===== config.mk =====
export PLATFORM = sky130hd
export DESIGN_NAME = msec_top
export DESIGN_NICKNAME = d
export VERILOG_FILES = /design/src/common/msec_pkg.sv /design/src/hw/msec_sense.sv /design/src/hw/msec_top.sv
export SDC_FILE = /design/constraint.sdc
export NUM_CORES = 1
export LEC_CHECK = 0
export BUFFER_PORTS_ARGS = -buffer_cell sky130_fd_sc_hd__buf_2
export CAP_MARGIN = 20
export CORE_MARGIN = 4
export CORE_UTILIZATION = 55
export CTS_CLUSTER_SIZE = 24
export DETAILED_ROUTE_END_ITERATION = 6
export GPL_TIMING_DRIVEN = 0
export PLACE_DENSITY = 0.77
export SYNTH_ARGS = -nofsm -noshare
export SYNTH_HDL_FRONTEND = slang
export SYNTH_SLANG_ARGS = --single-unit

===== constraint.sdc =====
create_clock -name clk_sys_i -period 1.6 [get_ports clk_sys_i]
set_clock_uncertainty 0.1 [all_clocks]
set_input_delay 0.32 -clock clk_sys_i [delete_from_list [all_inputs] [get_ports clk_sys_i]]
set_output_delay 0.32 -clock clk_sys_i [all_outputs]
set_load 0.1 [all_outputs]

===== src/common/msec_pkg.sv =====
// Purpose: Shared constants and carrier types of the misc sense/enable/cascade block.
// Assumes: One 50 MHz system clock; register port with one-cycle read latency.
// Notes: Offsets are word indexes on the plain register port.
package msec_pkg;

    // ****************************************************************
    // Clock and timing
    // ****************************************************************
    localparam int unsigned CLK_PERIOD_PS = 20000;
    localparam int unsigned RST_HOLD_NS = 160;
    localparam int unsigned RST_DONE_NS = 960;
    localparam int unsigned SENSE_MIN_NS = 160;
    // Least times round up to whole cycles.
    localparam int unsigned SENSE_CYC = (SENSE_MIN_NS * 1000 + CLK_PERIOD_PS - 1) / CLK_PERIOD_PS;
    localparam int unsigned RST_DONE_CYC = (RST_DONE_NS * 1000) / CLK_PERIOD_PS;
    localparam int unsigned CNT_W = 6;

    // ****************************************************************
    // Register map
    // ****************************************************************
    localparam int unsigned ADDR_W = 4;
    localparam int unsigned DATA_W = 8;
    localparam logic [ADDR_W-1:0] OFF_MODE = 4'h0;
    localparam logic [ADDR_W-1:0] OFF_USER = 4'h1;
    localparam logic [ADDR_W-1:0] OFF_IRQ_STAT = 4'h2;
    localparam logic [ADDR_W-1:0] OFF_IRQ_CLR = 4'h3;
    localparam logic [ADDR_W-1:0] OFF_IRQ_EN = 4'h4;
    localparam logic [ADDR_W-1:0] OFF_STATUS = 4'h5;

    // Mode register fields.
    localparam int unsigned MODE_RUN_BIT = 0;
    localparam int unsigned MODE_CASC_BIT = 1;
    localparam logic [DATA_W-1:0] MODE_RST = 8'h00;
    localparam logic [DATA_W-1:0] MODE_MASK = 8'h03;

    // User register fields.
    localparam int unsigned USER_SENSE0_BIT = 0;
    localparam int unsigned USER_SENSE1_BIT = 1;
    localparam int unsigned USER_EN0_BIT = 2;
    localparam int unsigned USER_EN1_BIT = 3;
    localparam logic [DATA_W-1:0] USER_RST = 8'h00;

    // Interrupt status fields: two sense events and cascade released.
    localparam int unsigned IRQ_W = 3;
    localparam int unsigned IRQ_CASC_BIT = 2;
    localparam logic [IRQ_W-1:0] IRQ_RST = 3'h0;

    localparam int unsigned NSENSE = 2;

    // ****************************************************************
    // Carrier types
    // ****************************************************************
    typedef struct packed {
        logic [ADDR_W-1:0] addr;
        logic [DATA_W-1:0] wdata;
        logic wr;
        logic rd;
    } msec_req_s;

    typedef enum logic [2:0] {
        CASC_IDLE = 3'b001,
        CASC_WAIT_JK = 3'b010,
        CASC_READY = 3'b100
    } msec_casc_e;

endpackage


===== src/hw/msec_sense.sv =====
// Purpose: Synchronise one sense input and report when it held for the least time.
// Assumes: Input is asynchronous to clk_sys_i.
// Notes: Emits a one-cycle hit pulse per assertion that lasts the least time; shorter assertions give none.
`timescale 1ns/1ps
`default_nettype none
module msec_sense (
    // Clock and reset
    input wire logic clk_sys_i,
    input wire logic rst_i,
    // Pin and event
    input wire logic pin_i,
    output logic hit_o
);
    import msec_pkg::*;

    logic sync1_q;
    logic sync2_q;
    logic [CNT_W-1:0] cnt_q;
    logic [CNT_W-1:0] cnt_d;
    logic hit_q;
    // The count rests one past the hit value, so a long assertion gives a single hit.
    wire long_enough = (cnt_q == CNT_W'(SENSE_CYC));

    // Count only the synchronised level so the first stage stays private.
    assign cnt_d = !sync2_q ? '0 : (long_enough ? cnt_q : cnt_q + 1'b1);

    always_ff @(posedge clk_sys_i) begin
        if (rst_i) begin
            sync1_q <= 1'b0;
            sync2_q <= 1'b0;
            cnt_q <= '0;
            hit_q <= 1'b0;
        end else begin
            sync1_q <= pin_i;
            sync2_q <= sync1_q;
            cnt_q <= cnt_d;
            hit_q <= sync2_q && (cnt_q == CNT_W'(SENSE_CYC - 1));
        end
    end

    assign hit_o = hit_q;
endmodule
`default_nettype wire


===== src/hw/msec_top.sv =====
// Purpose: Reset, user sense/enable register, cascade ready handshake, interrupt.
// Assumes: Register port strobes are one cycle, synchronous to clk_sys_i.
// Notes: Open-drain pins are split into output and output enable.
// Contract
// - Reset clears every internal register except the cascade state, which loads one-hot idle (3'b001).
// - Internal reset completes within 960 ns and users wait that long.
// - Reset puts mode bit 0 to zero, which is stop mode.
// - Sense bit 0 sets after sense input 0 is high for 160 ns.
// - Sense bit 1 sets after sense input 1 is high for 160 ns.
// - A latched sense bit stays set until software clears it by a write.
// - Enable output 0 follows enable bit 0 at user register bit two.
// - Enable output 1 follows enable bit 1, here placed at bit three.
// - Cascade ready is released only with cascade mode set and a JK pair seen.
// - Cascade ready is open drain: pull low or release.
// - All logic runs from one byte clock.
// - An active-low open-drain interrupt flags any unmasked condition.
//
// Decided for this implementation: the strobed register port and the register addresses.
`timescale 1ns/1ps
`default_nettype none
module msec_top (
    // Clock and reset
    input wire logic clk_sys_i,
    input wire logic rst_i,
    // Register port
    input wire logic [msec_pkg::ADDR_W-1:0] reg_addr_i,
    input wire logic [msec_pkg::DATA_W-1:0] reg_wdata_i,
    input wire logic reg_wr_i,
    input wire logic reg_rd_i,
    output logic [msec_pkg::DATA_W-1:0] reg_rdata_o,
    // User pins
    input wire logic sense_input_0_i,
    input wire logic sense_input_1_i,
    output logic enable_output_0_o,
    output logic enable_output_1_o,
    // Cascade
    input wire logic jk_seen_i,
    input wire logic cascade_start_i,
    output logic cascade_ready_o,
    output logic cascade_ready_oe_o,
    output logic cascade_run_o,
    // Status
    output logic stop_mode_o,
    output logic reset_busy_o,
    output logic irq_n_o,
    output logic irq_n_oe_o
);
    import msec_pkg::*;

    // ****************************************************************
    // Request decode
    // ****************************************************************
    msec_req_s req;
    assign req = '{addr: reg_addr_i, wdata: reg_wdata_i, wr: reg_wr_i, rd: reg_rd_i};

    wire wr_mode = req.wr && (req.addr == OFF_MODE);
    wire wr_user = req.wr && (req.addr == OFF_USER);
    wire wr_clr = req.wr && (req.addr == OFF_IRQ_CLR);
    wire wr_en = req.wr && (req.addr == OFF_IRQ_EN);

    logic [DATA_W-1:0] mode_q;
    logic [DATA_W-1:0] user_q;
    logic [IRQ_W-1:0] stat_q;
    logic [IRQ_W-1:0] irq_en_q;
    logic [DATA_W-1:0] rdata_q;
    logic [CNT_W-1:0] rcnt_q;
    logic cstart_q;
    msec_casc_e casc_q;
    msec_casc_e casc_d;

    // ****************************************************************
    // Sense qualification
    // ****************************************************************
    logic [NSENSE-1:0] sense_pin;
    logic [NSENSE-1:0] sense_hit;
    assign sense_pin = {sense_input_1_i, sense_input_0_i};

    genvar gi;
    generate
        for (gi = 0; gi < NSENSE; gi++) begin : g_sense
            msec_sense u_sense (
                .clk_sys_i(clk_sys_i),
                .rst_i(rst_i),
                .pin_i(sense_pin[gi]),
                .hit_o(sense_hit[gi])
            );
        end
    endgenerate

    // ****************************************************************
    // User register
    // ****************************************************************
    // Sense bits: a new hit wins over a software write of zero, so no event
    // that lands in the clearing cycle is lost.
    logic [DATA_W-1:0] user_d;
    logic [NSENSE-1:0] sense_keep;
    assign sense_keep = wr_user ? req.wdata[NSENSE-1:0] & user_q[NSENSE-1:0]
                                : user_q[NSENSE-1:0];
    assign user_d = {
        wr_user ? req.wdata[DATA_W-1:USER_EN0_BIT] : user_q[DATA_W-1:USER_EN0_BIT],
        sense_keep | sense_hit
    };

    // ****************************************************************
    // Cascade handshake
    // ****************************************************************
    wire casc_mode = mode_q[MODE_CASC_BIT];

    always_comb begin
        casc_d = casc_q;
        case (casc_q)
            CASC_IDLE: begin
                if (casc_mode) begin
                    casc_d = CASC_WAIT_JK;
                end
            end
            CASC_WAIT_JK: begin
                if (!casc_mode) begin
                    casc_d = CASC_IDLE;
                end else if (jk_seen_i) begin
                    casc_d = CASC_READY;
                end
            end
            CASC_READY: begin
                if (!casc_mode) begin
                    casc_d = CASC_IDLE;
                end
            end
            default: begin
                casc_d = CASC_IDLE;
            end
        endcase
    end

    wire casc_rel_evt = (casc_q != CASC_READY) && (casc_d == CASC_READY);

    // ****************************************************************
    // Interrupt status
    // ****************************************************************
    logic [IRQ_W-1:0] evt;
    logic [IRQ_W-1:0] stat_d;
    assign evt = {casc_rel_evt, sense_hit};
    // Set wins over clear in the same cycle.
    assign stat_d = (stat_q & ~(wr_clr ? req.wdata[IRQ_W-1:0] : IRQ_RST)) | evt;

    // ****************************************************************
    // Read mux
    // ****************************************************************
    logic [DATA_W-1:0] rd_mux;
    assign rd_mux = (req.addr == OFF_MODE) ? mode_q :
                    (req.addr == OFF_USER) ? user_q :
                    (req.addr == OFF_IRQ_STAT) ? DATA_W'(stat_q) :
                    (req.addr == OFF_IRQ_EN) ? DATA_W'(irq_en_q) :
                    (req.addr == OFF_STATUS) ? DATA_W'({reset_busy_o, cstart_q,
                                                        casc_q == CASC_READY}) :
                    '0;

    // ****************************************************************
    // Registers
    // ****************************************************************
    // Synchronous reset means every register leaves reset on the same edge.
    always_ff @(posedge clk_sys_i) begin
        if (rst_i) begin
            mode_q <= MODE_RST;
            user_q <= USER_RST;
            stat_q <= IRQ_RST;
            irq_en_q <= IRQ_RST;
            rdata_q <= '0;
            casc_q <= CASC_IDLE;
            cstart_q <= 1'b0;
            rcnt_q <= '0;
        end else begin
            mode_q <= wr_mode ? (req.wdata & MODE_MASK) : mode_q;
            user_q <= user_d;
            stat_q <= stat_d;
            irq_en_q <= wr_en ? req.wdata[IRQ_W-1:0] : irq_en_q;
            rdata_q <= req.rd ? rd_mux : '0;
            casc_q <= casc_d;
            cstart_q <= cascade_start_i && (casc_q == CASC_READY);
            rcnt_q <= (rcnt_q == CNT_W'(RST_DONE_CYC)) ? rcnt_q : rcnt_q + 1'b1;
        end
    end

    // ****************************************************************
    // Outputs
    // ****************************************************************
    assign reg_rdata_o = rdata_q;
    assign enable_output_0_o = user_q[USER_EN0_BIT];
    assign enable_output_1_o = user_q[USER_EN1_BIT];
    assign stop_mode_o = !mode_q[MODE_RUN_BIT];
    // Busy while the settle window runs; callers should not rely on the block yet.
    assign reset_busy_o = (rcnt_q != CNT_W'(RST_DONE_CYC));
    // Pull low until released; the wired node goes high only when all release.
    assign cascade_ready_o = 1'b0;
    assign cascade_ready_oe_o = (casc_q != CASC_READY);
    // Start only counts once this end released, guarding a premature start.
    assign cascade_run_o = cstart_q;
    assign irq_n_o = 1'b0;
    assign irq_n_oe_o = |(stat_q & irq_en_q);
endmodule
`default_nettype wire


==> flow_metrics.env, run 1 <==
export IMPL_cts_buffers=5
export IMPL_worst_skew_pair_late_latency_ps=300
export IMPL_avgRoutedWirePerCell_um=12.9
export IMPL_fill_cells=312
export IMPL_die_x_um=71.0
export IMPL_comb_power_share_pct=8.7
export IMPL_run_status="finished with violations"
export IMPL_drt_iter0_markers=153
export IMPL_hold_path_startpoint="sense_input_0_i"
export IMPL_io_pins=37
export IMPL_final_antenna_net_count=0
export IMPL_floorplan_initialDensity_pct=58.2
export IMPL_ys_ff_latch=52
export IMPL_grtUsageTotal_pct=18.6
export IMPL_clock_transition_at_the_registers_of_the_reported_paths_ps=80
export IMPL_synth_adder_area_share_pct=3.44
export IMPL_synth_warnings=0
export IMPL_number_of_violations_of_the_max_capacitance_limit=0
export IMPL_seq_power_share_pct=58.3
export IMPL_hold_end="g_sense[0].u_sense.sync1_q"
export IMPL_synth_compound_gate_area_share_pct=9.30
export IMPL_max_slew_worst_pin_slew_ps=501
export IMPL_data_arrival_time_at_the_worst_slack_endpoint_ps=1320
export IMPL_post_dp_hpwl_um=3090
export IMPL_finalCoreUtilization_pct=69.6
export IMPL_share_of_async_settable_or_async_resettable_flops_after_synthesis_pct=0
export IMPL_clock_fmax_ghz=0.574
export IMPL_vias=1777
export IMPL_power_share_clock_pct=32.9
export IMPL_cp_max_fo=2
export IMPL_main_combinational_cell_family_by_area_after_synthesis="simple AND/OR/NAND/NOR gates"
export IMPL_vdd_ir_drop_max_v=0.000645
export IMPL_finalNetCount=313
export IMPL_num_antenna_cells=0
export IMPL_worst_hold_slack_ps=122
export IMPL_fp_coreArea_um2=3740
export IMPL_dp_slack_ps=-141
export IMPL_r2r_end="rcnt_q[1]"
export IMPL_post_synth_instance_area_um2=2180
export IMPL_cts_htree_levels=2
export IMPL_regArea_um2=1050
export IMPL_cp_required_ps=1180
export IMPL_grt_ovfl_total=0
export IMPL_syn2layout_area_growth_pct=19.6
export IMPL_std_cell_rows=22
export IMPL_critical_register_to_register_path_startpoint="rcnt_q[1]"
export IMPL_cts_tree="done"
export IMPL_finalHoldViolations=0
export IMPL_path_cells="inv_2, ha_4, nor4b_4, inv_2, buf_12"
export IMPL_cpLargestDelayFamily="flip-flops"
export IMPL_die_area_um2=5030
export IMPL_switching_power_uw=540
export IMPL_die_h_um=71.0
export IMPL_post_route_cells_drive_above_1_share_pct=26.1
export IMPL_max_slew_headroom_pct=65.7
export IMPL_synthDistinctLibCells=42
export IMPL_final_routed_wirelength_um=4320
export IMPL_min_period_ps=1740
export IMPL_tns_ps=-283
export IMPL_failed_checks="negative setup slack"
export IMPL_avgSynthCellArea_um2=9.04
export IMPL_ctsRootBufferMaster="sky130_fd_sc_hd__clkbuf_8"
export IMPL_crit_top_cell="sky130_fd_sc_hd__inv_2"
export IMPL_pins_over_their_slew_limit=0
export IMPL_vias_in_the_first_global_route=1671
export IMPL_yosys_most_used_dff="sky130_fd_sc_hd__dfxtp_1"
export IMPL_number_of_standard_cells_after_synthesis=241
export IMPL_grt_first_pass_wirelength_um=7490
export IMPL_cts_num_sinks=52
export IMPL_synth_simple_gate_area_share_pct=24.2
export IMPL_worst_setup_path_type="register to output port"
export IMPL_final_min_period_over_clock_period_pct=109
export IMPL_dr_pass1_iters=4
export IMPL_dp_cells=323
export IMPL_timing_critical_path_buf_inv=3
export IMPL_rsz0062_at_grt="yes"
export IMPL_cp_start_kind="register"
export IMPL_seq_area_frac_synth_pct=47.8
export IMPL_drc=0
export IMPL_p_int_uw=1730
export IMPL_portBuffers=33
export IMPL_reg2reg_depth=7
export IMPL_synth_xor_xnor_area_share_pct=6.43
export IMPL_setup_viol_count_final=2
export IMPL_area_of_the_multi_input_gates_um2=1050
export IMPL_final_weighted_congestion_in_routability_driven_placement=0.936
export IMPL_r2r_setup_slack_ps=100
export IMPL_switching_share_pct=23.8
export IMPL_final_cells=335
export IMPL_count_of_flip_flops_with_a_built_in_enable_after_synthesis=0
export IMPL_whs_path_depth=2
export IMPL_clockBufferDepth=2
export IMPL_final_critical_path_setup_slack_ps=-143
export IMPL_number_of_hold_buffers_added_after_cts=0
export IMPL_critical_path_slowest_cell="sky130_fd_sc_hd__dfxtp_2"
export IMPL_leakage_uw=0.00104
export IMPL_hold_class="input pin to register"
export IMPL_cpPeakStageDelay_ps=330
export IMPL_maximum_number_of_pins_on_one_net_before_global_route_repair=16
export IMPL_endpoint_type_of_the_worst_setup_path="output port"
export IMPL_vias_per_cell=5.30
export IMPL_power_density_nw_per_um2=871
export IMPL_synth_area_mux_share_pct=3.27
export IMPL_antenna_violations_before_repair=0
## what timing repair did
item | 4_1_cts | 5_1_grt
buffers inserted | 4 | 1
resized for setup | 19 | 4
pin swaps | 2 | 1
endpoints found under the setup margin | 3 | 3
## synth_stat cells (all sizes together) (2+ instances only)
cell	count	area, um^2
nand2b	3	18.8
a211oi	2	15.0
and2	5	31.3
dfxtp	52	1040
and4b	2	20.0
nor3	11	55.1
o22ai	2	12.5
mux2i	6	60.1
nand2	17	66.3
xnor2	9	78.8
nor3b	2	20.0
nand4	4	25.0
nor2	26	100
buf	12	62.6
xor2	7	61.3
a21oi	16	80.1
nor2b	6	37.5
nand3	17	85.1
inv	15	56.3
o21ai	5	25.0
ha	6	75.1
and3	2	12.5
## power groups by stage
stage          clock (uW)  combinational, uW  sequential (uW)
4_1_cts               780                195             1320
6_report              748                198             1320
2_1_floorplan           0                112             1360
3_5_place_dp            0                178             1350
3_3_place_gp            0                175             1350
5_1_grt               825                218             1330
## layout by cell type, fill, tap and decap left out, types with 6 or more instances in the layout
cell                       instances
sky130_fd_sc_hd__inv_1            11
sky130_fd_sc_hd__xnor2_1           9
sky130_fd_sc_hd__xor2_1            7
sky130_fd_sc_hd__mux2i_1           6
sky130_fd_sc_hd__nor3_1           11
sky130_fd_sc_hd__nor2_1           24
sky130_fd_sc_hd__nand3_1          17
sky130_fd_sc_hd__buf_4             6
sky130_fd_sc_hd__buf_2            38
sky130_fd_sc_hd__dfxtp_1          47
sky130_fd_sc_hd__a21oi_1          16
sky130_fd_sc_hd__nor2b_1           6
sky130_fd_sc_hd__nand2_1          15
sky130_fd_sc_hd__clkbuf_8          6
## cell families (layout without fill, tap and decap cells)
| kind of cell | Yosys count | after routing |
|---|---|---|
| AOI/OAI and AO/OA | 33 | 33 |
| and+or+nand+nor | 99 | 99 |
| buffers and inverters | 27 | 72 |
| adders and majority gates | 6 | 6 |
| other | 1 | 2 |
| DFF | 52 | 52 |
| muxes | 7 | 7 |
| xor gates and xnor gates | 16 | 16 |
## metal layers
metal	track usage [%]	vias to the layer above	wire length (um)
li1	-	902	-
met1	24.1	799	1920
met2	29.0	62	2000
met3	5.97	14	307
met4	6.68	0	87
met5	0	-	0
## worst max-delay path by stage
| stage | startpoint | end | slack (ps) | cells past startpoint |
|---|---|---|---|---|
| floorplan | rcnt_q[0] | reset_busy_o | -140 | 4 |
| global placement | rcnt_q[0] | reset_busy_o | -120 | 5 |
| detailed placement | rcnt_q[0] | reset_busy_o | -140 | 5 |
| CTS | rcnt_q[1] | reset_busy_o | -170 | 5 |
| global route | stat_q[0] | irq_n_oe_o | -240 | 3 |
| finish | rcnt_q[1] | reset_busy_o | -140 | 5 |
## per-stage QoR
step,total power (uW),area (um^2)
floorplan,1480,2180
finish,2270,2610
global route,2370,2610
global placement,1530,2410
detailed placement,1530,2410
CTS,2300,2590
## sequential cells by signal (all words and copies together), names as in the netlist
signal,cells
stat_q,3
irq_en_q,3
g_sense.u_sense.sync2_q,2
g_sense.u_sense.sync1_q,2
reg_rdata_o,8
user_q,8
rcnt_q,6
g_sense.u_sense.cnt_q,12
mode_q,2
casc_q,3
g_sense.u_sense.hit_o,2
cascade_run_o,1
## area by class of cell
cell class	instances	share of cell area, %
clock inverters	1	0.336
multi-input cells	163	40.1
well taps	48	2.30
repair buffers	38	9.31
clock buffers	6	3.17
plain buffers	12	2.40
inverters	15	2.16
flip-flops and latches	52	40.2
(Power assumes the default switching activity.)
==> run 2, diff against run 1 <==
--- a/config.mk
+++ b/config.mk
@@ -7,12 +7,14 @@
 export LEC_CHECK = 0
 export BUFFER_PORTS_ARGS = -buffer_cell sky130_fd_sc_hd__buf_2
 export CAP_MARGIN = 20
+export CELL_PAD_IN_SITES_DETAIL_PLACEMENT = 0
+export CELL_PAD_IN_SITES_GLOBAL_PLACEMENT = 1
 export CORE_MARGIN = 4
-export CORE_UTILIZATION = 55
+export CORE_UTILIZATION = 41
 export CTS_CLUSTER_SIZE = 24
 export DETAILED_ROUTE_END_ITERATION = 6
 export GPL_TIMING_DRIVEN = 0
-export PLACE_DENSITY = 0.77
+export PLACE_DENSITY = 0.76
 export SYNTH_ARGS = -nofsm -noshare
 export SYNTH_HDL_FRONTEND = slang
 export SYNTH_SLANG_ARGS = --single-unit
==> run 2 against run 1 <==
Compared with the run above: highest routed layer unchanged; combinational power barely moved; via count fell by 0.51%; the run still ends with negative setup slack left; register-to-register slack improved by 110 ps; hold slack got worse by 4.2 ps.
==> flow_metrics.env, run 2 (same netlist as run 1, synthesis figures left out) <==
export IMPL_run_status="finished with violations"
export IMPL_failed_checks="negative setup slack"
export IMPL_fill_cells=554
export IMPL_timing_critical_path_buf_inv=3
export IMPL_ctsRootBufferMaster="sky130_fd_sc_hd__clkbuf_8"
export IMPL_grtUsageTotal_pct=15.4
export IMPL_std_cell_rows=26
export IMPL_drc=0
export IMPL_leakage_uw=0.00104
export IMPL_critical_path_slowest_cell="sky130_fd_sc_hd__dfxtp_2"
export IMPL_finalHoldViolations=0
export IMPL_min_period_ps=1750
export IMPL_setup_viol_count_final=2
export IMPL_vias_per_cell=4.94
export IMPL_dr_pass1_iters=4
export IMPL_fp_coreArea_um2=5140
export IMPL_cpPeakStageDelay_ps=330
export IMPL_worst_setup_path_type="register to output port"
export IMPL_io_pins=37
export IMPL_final_routed_wirelength_um=4510
export IMPL_grt_ovfl_total=0
export IMPL_clock_transition_at_the_registers_of_the_reported_paths_ps=90
export IMPL_post_route_cells_drive_above_1_share_pct=26.0
export IMPL_cts_htree_levels=2
export IMPL_maximum_number_of_pins_on_one_net_before_global_route_repair=16
export IMPL_path_cells="inv_2, ha_4, nor4b_4, inv_1, buf_12"
export IMPL_portBuffers=33
export IMPL_finalCoreUtilization_pct=51.6
export IMPL_rsz0062_at_grt="yes"
export IMPL_data_arrival_time_at_the_worst_slack_endpoint_ps=1330
export IMPL_floorplan_initialDensity_pct=42.4
export IMPL_register_with_the_most_flip_flops="g_sense.u_sense.cnt_q"
export IMPL_cts_tree="done"
export IMPL_grt_first_pass_wirelength_um=7840
export IMPL_worst_skew_pair_late_latency_ps=300
export IMPL_vdd_ir_drop_max_v=0.000426
export IMPL_drt_iter0_markers=116
export IMPL_endpoint_type_of_the_worst_setup_path="output port"
export IMPL_die_x_um=80.9
export IMPL_cp_start_kind="register"
export IMPL_clock_fmax_ghz=0.571
export IMPL_clockBufferDepth=2
export IMPL_antenna_violations_before_repair=0
export IMPL_cp_max_fo=2
export IMPL_p_total_uw=2400
export IMPL_vias=1768
export IMPL_pins_over_their_slew_limit=0
export IMPL_cts_num_sinks=52
export IMPL_number_of_violations_of_the_max_capacitance_limit=0
export IMPL_num_antenna_cells=0
export IMPL_die_h_um=80.9
export IMPL_largest_register_ff_count=12
export IMPL_cp_required_ps=1180
export IMPL_most_common_layout_cells="sky130_fd_sc_hd__dfxtp_1 (44), sky130_fd_sc_hd__buf_2 (37), sky130_fd_sc_hd__nor2_1 (24)"
export IMPL_avgRoutedWirePerCell_um=12.6
export IMPL_vias_in_the_first_global_route=1690
export IMPL_post_dp_hpwl_um=3240
export IMPL_syn2layout_area_growth_pct=21.6
export IMPL_placedInstanceArea_um2=2440
export IMPL_finalNetCount=313
export IMPL_cpLargestDelayFamily="buffers and inverters"
export IMPL_power_density_nw_per_um2=905
export IMPL_final_instance_area_um2=2650
export IMPL_final_weighted_congestion_in_routability_driven_placement=0.800
export IMPL_max_slew_worst_pin_slew_ps=512
export IMPL_cts_buffers=5
export IMPL_final_antenna_net_count=0
export IMPL_hold_class="input pin to register"
export IMPL_die_area_um2=6550
export IMPL_final_critical_path_setup_slack_ps=-152
export IMPL_final_min_period_over_clock_period_pct=110
export IMPL_leading_cell_type_in_the_layout_fill_and_taps_excluded="sky130_fd_sc_hd__dfxtp_1"
export IMPL_max_slew_headroom_pct=65.9
[run 2: stage by stage]
stage               setup slack [ps]  setup TNS (ps)  hold WS (ps)  instances
floorplan                       -140            -140           314        242
global placement                -122            -208           315        345
detailed placement              -122            -279           322        345
CTS                             -153            -306           107        357
global route                    -232            -445           122        358
finish                          -152            -295           118        358
[run 2: worst paths after layout]
check / from / to / slack [ps] / cells after the start
max reg2reg: rcnt_q[0] / reg_rdata_o[2] / 210 / 6
min reg2reg: g_sense[0].u_sense.sync1_q / g_sense[0].u_sense.sync2_q / 340 / 1
max: rcnt_q[0] / reset_busy_o / -150 / 5
min: sense_input_1_i / g_sense[1].u_sense.sync1_q / 120 / 2
[run 2: repair_timing]
item | 4_1_cts | 5_1_grt
gates resized for setup | 16 | 8
endpoints found under the setup margin | 3 | 4
endpoints found under the hold margin | 0 | 0
pin swaps | 2 | 2
setup buffers | 4 | 1
hold buffers | 0 | 0
[run 2: power by group]
| part | leakage [uW] | internal (uW) | switching [uW] |
|---|---|---|---|
| Sequential | 0.000423 | 1310 | 10.4 |
| Combinational | 0.000564 | 72.9 | 127 |
| Clock | 0.0000552 | 464 | 413 |
| Total | 0.00104 | 1850 | 551 |
[run 2: layout make-up]
type	count	area (um^2)	area share [%]
buffer	12	62.6	2.36
clock buffer	6	72.6	2.74
clock inverter	2	35.0	1.32
inverter	15	56.3	2.12
multi-input combinational	163	1040	39.3
sequential	52	1050	39.6
tap	70	87.6	3.30
timing repair buffer	38	245	9.25
[run 2: metal layers]
layer | routed length [um] | share of wire (%) | global-route usage [%] | vias to the layer above
met3 | 308 | 6.8 | 4.21 | 6
met5 | 0 | 0 | 0 | -
met4 | 71 | 1.6 | 5.57 | 0
li1 | - | - | - | 903
met2 | 2090 | 46 | 24.9 | 48
met1 | 2050 | 45 | 19.8 | 811
